File: config.mk
export PLATFORM = sky130hd
export DESIGN_NAME = cwnw_top
export DESIGN_NICKNAME = d
export VERILOG_FILES = /design/src/rtl/cwnw_pkg.sv /design/src/rtl/cwnw_top.sv
export VERILOG_INCLUDE_DIRS = /design/src /design/src/rtl
export SDC_FILE = /design/constraint.sdc
export NUM_CORES = 1
export LEC_CHECK = 0
export BUFFER_PORTS_ARGS = -buffer_cell sky130_fd_sc_hd__buf_2
export CORE_MARGIN = 5
export CORE_UTILIZATION = 38
export DETAILED_ROUTE_END_ITERATION = 6
export PLACE_DENSITY = 0.65
export SYNTH_ARGS = -nofsm -noshare
export SYNTH_HDL_FRONTEND = slang
export SYNTH_SLANG_ARGS = --single-unit
File: constraint.sdc
create_clock -name ref_clk -period 4.42 [get_ports ref_clk]
set_input_delay 0.442 -clock ref_clk [delete_from_list [all_inputs] [get_ports ref_clk]]
set_output_delay 0.442 -clock ref_clk [all_outputs]
set_load 0.1 [all_outputs]
File: src/rtl/cwnw_regs.svh
// register offsets, field positions, reset values and timing for the config word writer
// assumes an apb slave with 32-bit data, one register per aligned word
`ifndef CWNW_REGS_SVH
`define CWNW_REGS_SVH
`define CWNW_OFF_CTRL 12'h000
`define CWNW_OFF_KEY 12'h004
`define CWNW_OFF_ADRL 12'h008
`define CWNW_OFF_DAT 12'h00C
`define CWNW_OFF_TBLU 12'h010
`define CWNW_OFF_TBLH 12'h014
`define CWNW_OFF_TBLL 12'h018
`define CWNW_OFF_TLAT 12'h01C
`define CWNW_OFF_FLAG 12'h020
`define CWNW_OFF_IEN 12'h024
`define CWNW_OFF_IPRI 12'h028
`define CWNW_OFF_PROT 12'h02C
`define CWNW_BIT_RD 0
`define CWNW_BIT_WR 1
`define CWNW_BIT_WRITE_ENABLE_BIT 2
`define CWNW_BIT_WRITE_ERROR_FLAG 3
`define CWNW_BIT_FREE 4
`define CWNW_BIT_REG0 6
`define CWNW_BIT_DONE 5
`define CWNW_CTRL_MASK 8'hDF
`define CWNW_KEY_FIRST 8'h55
`define CWNW_KEY_SECOND 8'hAA
`define CWNW_RST_IPRI 8'h20
`define CWNW_UID_LO 22'h20_0000
`define CWNW_UID_HI 22'h20_000F
`define CWNW_CFG_LO 22'h30_0000
`define CWNW_CFG_HI 22'h30_000B
`define CWNW_DID_LO 22'h3F_FFFC
`define CWNW_DID_HI 22'h3F_FFFF
`define CWNW_WRITE_NS 2000
`define CWNW_WRITE_CYC ((`CWNW_WRITE_NS + 39) / 40)
`endif

File: src/rtl/cwnw_pkg.sv
// types shared by the config word writer
// assumes the register header is included by the design file
package cwnw_pkg;
  typedef enum logic [1:0] {CWNW_IDLE, CWNW_ERASE, CWNW_PROG, CWNW_DONE} cwnw_state_e;
  typedef enum logic [1:0] {CWNW_K0, CWNW_K1, CWNW_KOK} cwnw_key_e;
endpackage : cwnw_pkg

File: src/rtl/cwnw_top.sv
// config word writer: table pointer/latch driven byte writes into user id and config space
// assumes an apb master on ref_clk and a cpu that honours cpu_stall
`timescale 1ns/100ps
`default_nettype none
`include "cwnw_regs.svh"
module cwnw_top
  import cwnw_pkg::*;
#(
  parameter int WRITE_CYC = `CWNW_WRITE_CYC,
  parameter logic [7:0] DEV_ID_VALUE = 8'h5A  // arbitrary identity value
) (
  input wire logic ref_clk,
  input wire logic rstn,
  input wire logic clk_en,
  input wire logic psel,
  input wire logic penable,
  input wire logic pwrite,
  input wire logic [11:0] paddr,
  input wire logic [31:0] pwdata,
  output logic [31:0] prdata,
  output logic pready,
  output logic pslverr,
  output logic cpu_stall,
  output logic [7:0] cfg_word_out,
  output logic irq_out,
  output logic irq_high_pri
);
  // 16 user id bytes, 12 config bytes
  logic [7:0] uid_mem [16];
  logic [7:0] cfg_mem [12];
  logic [7:0] ctrl_reg, ctrl_next, dat_reg, adrl_reg, tlat_reg, ien_reg, ipri_reg;
  logic [7:0] flag_reg, prot_reg, cfg_out_reg, rdata_reg;
  logic [21:0] tblp_reg;
  logic [15:0] cnt_reg;
  cwnw_state_e st_reg;
  cwnw_key_e key_reg;

  wire wr_acc = psel && penable && pwrite && clk_en;
  wire rd_acc = psel && penable && !pwrite && clk_en;
  wire [11:0] a = paddr;
  wire [7:0] wd = pwdata[7:0];

  function automatic logic in_rng(input logic [21:0] p, input logic [21:0] lo,
                                  input logic [21:0] hi);
    in_rng = (p >= lo) && (p <= hi);
  endfunction : in_rng

  wire is_uid = in_rng(tblp_reg, `CWNW_UID_LO, `CWNW_UID_HI);
  wire is_cfg = in_rng(tblp_reg, `CWNW_CFG_LO, `CWNW_CFG_HI);
  wire is_did = in_rng(tblp_reg, `CWNW_DID_LO, `CWNW_DID_HI);
  wire region_x1 = ctrl_reg[`CWNW_BIT_REG0];
  wire wr_target_ok = region_x1 && (is_uid || is_cfg);
  // protect bit 0 clear means protected
  wire protected_w = !prot_reg[0];
  wire wr_cmd = wr_acc && (a == `CWNW_OFF_CTRL) && wd[`CWNW_BIT_WR] && st_reg == CWNW_IDLE;
  wire wr_go = wr_cmd && ctrl_reg[`CWNW_BIT_WRITE_ENABLE_BIT];
  wire wr_bad = wr_go && (protected_w || !wr_target_ok || key_reg != CWNW_KOK);
  wire wr_start = wr_go && !wr_bad;
  wire rd_cmd = wr_acc && (a == `CWNW_OFF_CTRL) && wd[`CWNW_BIT_RD];
  wire done_ev = (st_reg == CWNW_DONE);
  wire flag_rd_clr = rd_acc && (a == `CWNW_OFF_FLAG);
  wire [3:0] uid_ix = tblp_reg[3:0];
  wire [3:0] cfg_ix = tblp_reg[3:0];
  wire [7:0] rd_byte = !region_x1 ? 8'h00 :
                       is_uid ? uid_mem[uid_ix] :
                       (is_cfg && cfg_ix < 4'd12) ? cfg_mem[cfg_ix] :
                       is_did ? DEV_ID_VALUE : 8'h00;

  assign pready = 1'b1;
  assign pslverr = 1'b0;
  assign cpu_stall = (st_reg != CWNW_IDLE);
  assign irq_out = |(flag_reg & ien_reg);
  assign irq_high_pri = irq_out && ipri_reg[`CWNW_BIT_DONE];
  assign cfg_word_out = cfg_out_reg;
  assign prdata = {24'h0000_00, rdata_reg};

  always_comb begin
    ctrl_next = ctrl_reg;
    if (wr_acc && a == `CWNW_OFF_CTRL) begin
      // start bits only set by hardware rules, error cleared by software
      ctrl_next = (wd & `CWNW_CTRL_MASK & 8'hFC) | (ctrl_reg & 8'h03);
      ctrl_next[`CWNW_BIT_WRITE_ERROR_FLAG] = wd[`CWNW_BIT_WRITE_ERROR_FLAG] & ctrl_reg[`CWNW_BIT_WRITE_ERROR_FLAG];
    end
    if (wr_start) ctrl_next[`CWNW_BIT_WR] = 1'b1;
    if (wr_bad) begin
      ctrl_next[`CWNW_BIT_WR] = 1'b0;
      ctrl_next[`CWNW_BIT_WRITE_ERROR_FLAG] = 1'b1;
    end
    if (done_ev) ctrl_next[`CWNW_BIT_WR] = 1'b0;
    ctrl_next[`CWNW_BIT_RD] = 1'b0;
  end

  always_ff @(posedge ref_clk or negedge rstn) begin
    if (!rstn) begin
      ctrl_reg <= 8'h00;
      key_reg <= CWNW_K0;
    end else if (clk_en) begin
      ctrl_reg <= ctrl_next;
      if (wr_acc && a == `CWNW_OFF_KEY) begin
        if (key_reg == CWNW_K0 && wd == `CWNW_KEY_FIRST) key_reg <= CWNW_K1;
        else if (key_reg == CWNW_K1 && wd == `CWNW_KEY_SECOND) key_reg <= CWNW_KOK;
        else key_reg <= CWNW_K0;
      end else if (wr_go) key_reg <= CWNW_K0;
    end
  end

  always_ff @(posedge ref_clk or negedge rstn) begin
    if (!rstn) begin
      adrl_reg <= 8'h00;
      tblp_reg <= 22'h00_0000;
      tlat_reg <= 8'h00;
      ien_reg <= 8'h00;
      ipri_reg <= `CWNW_RST_IPRI;
      prot_reg <= 8'h01;
    end else if (clk_en && wr_acc) begin
      if (a == `CWNW_OFF_ADRL) adrl_reg <= wd;
      if (a == `CWNW_OFF_TBLU) tblp_reg[21:16] <= wd[5:0];
      if (a == `CWNW_OFF_TBLH) tblp_reg[15:8] <= wd;
      if (a == `CWNW_OFF_TBLL) tblp_reg[7:0] <= wd;
      if (a == `CWNW_OFF_TLAT) tlat_reg <= wd;
      if (a == `CWNW_OFF_IEN) ien_reg <= wd & 8'h20;
      if (a == `CWNW_OFF_IPRI) ipri_reg <= wd & 8'h20;
      if (a == `CWNW_OFF_PROT) prot_reg <= wd & 8'h01;
    end
  end

  // data register: written by software, loaded by read command or write
  always_ff @(posedge ref_clk or negedge rstn) begin
    if (!rstn) dat_reg <= 8'h00;
    else if (clk_en) begin
      if (rd_cmd) dat_reg <= rd_byte;
      else if (wr_start) dat_reg <= tlat_reg;
      else if (wr_acc && a == `CWNW_OFF_DAT) dat_reg <= wd;
    end
  end

  // write engine: erase then program a single byte while the cpu is held
  always_ff @(posedge ref_clk or negedge rstn) begin
    if (!rstn) begin
      st_reg <= CWNW_IDLE;
      cnt_reg <= 16'h0000;
    end else if (clk_en) begin
      case (st_reg)
        CWNW_IDLE: if (wr_start) begin
          st_reg <= CWNW_ERASE;
          cnt_reg <= 16'h0000;
        end
        CWNW_ERASE: st_reg <= CWNW_PROG;
        CWNW_PROG: begin
          cnt_reg <= cnt_reg + 16'h0001;
          if (cnt_reg == 16'(WRITE_CYC - 1)) st_reg <= CWNW_DONE;
        end
        CWNW_DONE: st_reg <= CWNW_IDLE;
        default: st_reg <= CWNW_IDLE;
      endcase
    end
  end

  // array: erase then program one byte, no other byte touched
  // cleared on reset so the config output never carries unknowns into the cpu
  always_ff @(posedge ref_clk or negedge rstn) begin
    if (!rstn) begin
      for (int i = 0; i < 16; i++) uid_mem[i] <= 8'h00;
      for (int i = 0; i < 12; i++) cfg_mem[i] <= 8'h00;
    end else if (clk_en) begin
      if (st_reg == CWNW_ERASE) begin
        if (is_uid) uid_mem[uid_ix] <= 8'hFF;
        else if (cfg_ix < 4'd12) cfg_mem[cfg_ix] <= 8'hFF;
      end
      if (st_reg == CWNW_DONE) begin
        if (is_uid) uid_mem[uid_ix] <= dat_reg;
        else if (cfg_ix < 4'd12) cfg_mem[cfg_ix] <= dat_reg;
      end
    end
  end

  // config output only updates when the stall drops, never mid write
  always_ff @(posedge ref_clk or negedge rstn) begin
    if (!rstn) cfg_out_reg <= 8'h00;
    else if (clk_en && !cpu_stall) cfg_out_reg <= cfg_mem[0];
  end

  // done flag: set wins over clear-on-read
  always_ff @(posedge ref_clk or negedge rstn) begin
    if (!rstn) flag_reg <= 8'h00;
    else if (clk_en) begin
      if (done_ev) flag_reg[`CWNW_BIT_DONE] <= 1'b1;
      else if (flag_rd_clr) flag_reg <= 8'h00;
    end
  end

  always_ff @(posedge ref_clk or negedge rstn) begin
    if (!rstn) rdata_reg <= 8'h00;
    else if (clk_en && psel && !penable && !pwrite) begin
      case (a)
        `CWNW_OFF_CTRL: rdata_reg <= ctrl_reg;
        `CWNW_OFF_ADRL: rdata_reg <= adrl_reg;
        `CWNW_OFF_DAT: rdata_reg <= dat_reg;
        `CWNW_OFF_TBLU: rdata_reg <= {2'b00, tblp_reg[21:16]};
        `CWNW_OFF_TBLH: rdata_reg <= tblp_reg[15:8];
        `CWNW_OFF_TBLL: rdata_reg <= tblp_reg[7:0];
        `CWNW_OFF_TLAT: rdata_reg <= tlat_reg;
        `CWNW_OFF_FLAG: rdata_reg <= flag_reg;
        `CWNW_OFF_IEN: rdata_reg <= ien_reg;
        `CWNW_OFF_IPRI: rdata_reg <= ipri_reg;
        `CWNW_OFF_PROT: rdata_reg <= prot_reg;
        default: rdata_reg <= 8'h00;
      endcase
    end
  end
endmodule : cwnw_top
`default_nettype wire

==> results_dict.tcl <==
set metrics [dict create \
    max_freq_mhz 318.4 \
    internal_power_w 0.004705 \
    r2r_cells 6 \
    layout.nets 1451 \
    row_count 74 \
    die_h_um 212.7 \
    drt_iter0_markers 1293 \
    fin_crit_ns 3.141 \
    path_max_fanout 16 \
    grt_max_degree 105 \
    slew_headroom_pct 14.74 \
    skew_ns 0.01159 \
    wl_um 45210 \
    power_density_mw_per_mm2 349.8 \
    avgViaCountPerCell 6.071 \
    cts_made_buffers 35 \
    clock_latency_ns 0.52 \
    design.core.area_mm2 0.04074 \
    crit_family "simple AND/OR/NAND/NOR gates" \
    antenna_found_initial 0 \
    mostFrequentLayoutCell "dfrtp_1" \
    crit_path_top_delay_cell "and4_1" \
    diodes 0 \
    post-route-period-util_pct 71.06 \
    postSynthAreaPerCell_um2 11.33 \
    netlist.area_leader.share_pct 50.35 \
    synthCells 1377 \
    rsz0062_at_grt "no" \
    cp.buffers_inverters 0 \
    p_sw_w 0.001378 \
    yosysSeqAreaShare_pct 50.69 \
    busiest_layer "met2" \
    dpl.hpwl_um 30540 \
    yosysTopAreaCell "dfrtp_1" \
    cts_tree "yes" \
    io_buffers 44 \
    boundaryPins 95 \
    leakagePower_nw 7.777 \
    path_cells "or4_1, nor4_2, and4_1, o21ai_0, a21oi_1, mux2_2" \
    switching_share_pct 22.65 \
    start_util_pct 38.31 \
    synth-warning-count 0 \
    worst_pin_slew_ns 1.278 \
    grt_pass1_vias 11772 \
    via_count 11827 \
    async_flop_share_pct 100.0 \
    r2r-start "tblp_reg[8]$_DFFE_PN0P_" \
    place_congestion 0.9173 \
    route.detailed.drc 0 \
    synth-edff-count 0 \
    hp-class "in -> reg" \
    cts.sinks 316 \
    cap_viol_max_count 0 \
    worstPathRequired_ns 4.82 \
    status "completed" \
    cts-root-buf "clkbuf_16" \
    worstHoldStart "pwdata[6]" \
    wl_per_cell_um 23.21 \
    ys_ff_latch 316 \
    crit_arrival_ns 3.54 \
    htree_levels 2 \
    synthToLayoutAreaGrowth_pct 11.42 \
    met2_usage_pct 30.63 \
    vdd_ir_drop_max_mv 0.1999 \
    grt_pass1_wl_um 70680 \
    grtUsageMet3_pct 4.320 \
    die_area_mm2 0.04522 \
    die_w_um 212.7 \
    reg2reg_to "st_reg[1]$_DFFE_PN0P_" \
    whs_path_depth 3 \
    drive_gt1_share_pct 19.42 \
    hold_end "ctrl_reg[6]$_DFFE_PN0P_" \
    path_class "reg -> reg" \
    grt_util_all_layers_pct 19.88 \
    postCtsSetupBuffers 0 \
    grt.overflow.total 0 \
    cts_buffer_depth 3 \
    ys.flop_type "dfrtp_1" \
    clkPwrFrac_pct 48.3 \
    use_met1_pct 28.58 \
    antenna_left 0 \
    ys_types 67 \
    setup_tns_ns 0 \
    syn-cell-area_mm2 0.01561 \
    seqPwrFrac_pct 47.6 \
    layout_common_cells "dfrtp_1 (312), nor2_1 (154), a21oi_1 (110), o22a_1 (101), nand2_1 (76)" \
    combPwrFrac_pct 4.1 \
    fillers 3826 \
    hold_viol_final 0 \
    largest_reg_flops 112 \
    crit_path_start_kind "register" \
    fin_total_pwr_w 0.006083 \
    path_clk_slew_ns 0.06 \
    firstDrtPassIters 5 \
    drv_slew 0 \
    setup_viol 0 \
    slowest_delay_ns 0.72 \
    regToRegSetupSlack_ns 1.28 \
    synth.area.top_cells "dfrtp_1 (50%), mux4_2 (8.4%), o22a_1 (5.7%)" \
    critical_path.endpoint_type "register" \
]
final cells by class:
class / count / area, µm² / share of cell area (%)
clock buffers: 49 / 1021 / 5.872
clock inverters: 10 / 127.6 / 0.7340
inverters: 11 / 41.29 / 0.2375
multi-input cells: 960 / 7177 / 41.28
flip-flops and latches: 316 / 7915 / 45.52
well taps: 532 / 665.6 / 3.828
repair buffers: 70 / 440.4 / 2.533
stage by stage:
stage	setup slack (ns)	hold WS, ns	utilization (%)	cells	cell area [µm²]
floorplan	1.993	0.1464	-	1401	15700
finish	1.279	0.2577	42.68	1948	17390
detailed placement	0.9739	0.4752	39.84	1888	16230
CTS	1.286	0.2478	42.68	1948	17390
global route	1.092	0.2438	42.68	1948	17390
global placement	1.122	0.4628	39.84	1888	16230
worst register-to-register path: stages, from the launching register on:
cell and delay [ns]:
dfrtp_1 0.42, or4_1 0.55, nor4_2 0.54, and4_1 0.72, o21ai_0 0.22, a21oi_1 0.22, mux2_2 0.36
worst max path at each step:
| stage | slack, ns | cells after the start | startpoint | end |
|---|---|---|---|---|
| 3_3_place_gp | 1.12 | 7 | paddr[3] | cnt_reg[7]$_DFFE_PN0P_ |
| 2_1_floorplan | 1.99 | 7 | paddr[0] | st_reg[1]$_DFFE_PN0P_ |
| 4_1_cts | 1.29 | 7 | tblp_reg[0]$_DFFE_PN0P_ | dat_reg[7]$_DFFE_PN0P_ |
| 6_report | 1.28 | 6 | tblp_reg[8]$_DFFE_PN0P_ | st_reg[1]$_DFFE_PN0P_ |
| 3_5_place_dp | 0.97 | 7 | paddr[0] | cnt_reg[8]$_DFFE_PN0P_ |
| 5_1_grt | 1.09 | 8 | tblp_reg[0]$_DFFE_PN0P_ | dat_reg[2]$_DFFE_PN0P_ |
repair_timing:
item | CTS | global route
gates resized for setup | 0 | 0
endpoints found under the hold margin | 26 | 0
hold buffers | 1 | 0
cells by family after synthesis:
kind of cell	count (synthesis)	synth area share, %
buf+inv	125	3.920
flops	316	50.69
other cells	2	0.04812
simple gates	435	14.42
compound gates	343	15.77
mux	139	14.04
fa+ha+maj	7	0.5612
xor+xnor	10	0.5612
layer usage:
layer	vias up	wire length, µm	part of all wire [%]
met4	0	1247	2.8
met5	-	0	0
li1	5147	-	-
met2	557	20750	46
met3	91	3972	8.8
met1	6032	19240	43
cells in the mapped netlist (7+ instances only):
cell type	instances
and3_1	7
ha_1	7
a21oi_1	110
dfrtp_1	314
buf_1	18
xor2_1	10
nor2_1	155
inv_1	11
nor3_2	7
mux4_2	58
or3_1	7
nand2b_1	18
nand4_1	18
and2_1	11
o22a_1	101
o32a_1	22
buf_4	33
buf_2	15
a22oi_1	20
o21ai_0	21
mux2_2	59
clkbuf_1	48
nand3_1	42
nor3_1	25
o211ai_1	11
nor2b_1	22
mux2i_1	22
nand2_1	76
power by group through the flow:
stage / Sequential [W] / Combinational [W] / Clock, W
2_1_floorplan: 0.00295 / 0.000166 / 0
3_3_place_gp: 0.00295 / 0.000246 / 0
3_5_place_dp: 0.00295 / 0.000248 / 0
4_1_cts: 0.00289 / 0.000249 / 0.00299
5_1_grt: 0.00289 / 0.000268 / 0.00311
6_report: 0.00289 / 0.000248 / 0.00294
Note: power is estimated with default switching activity, not from simulation.
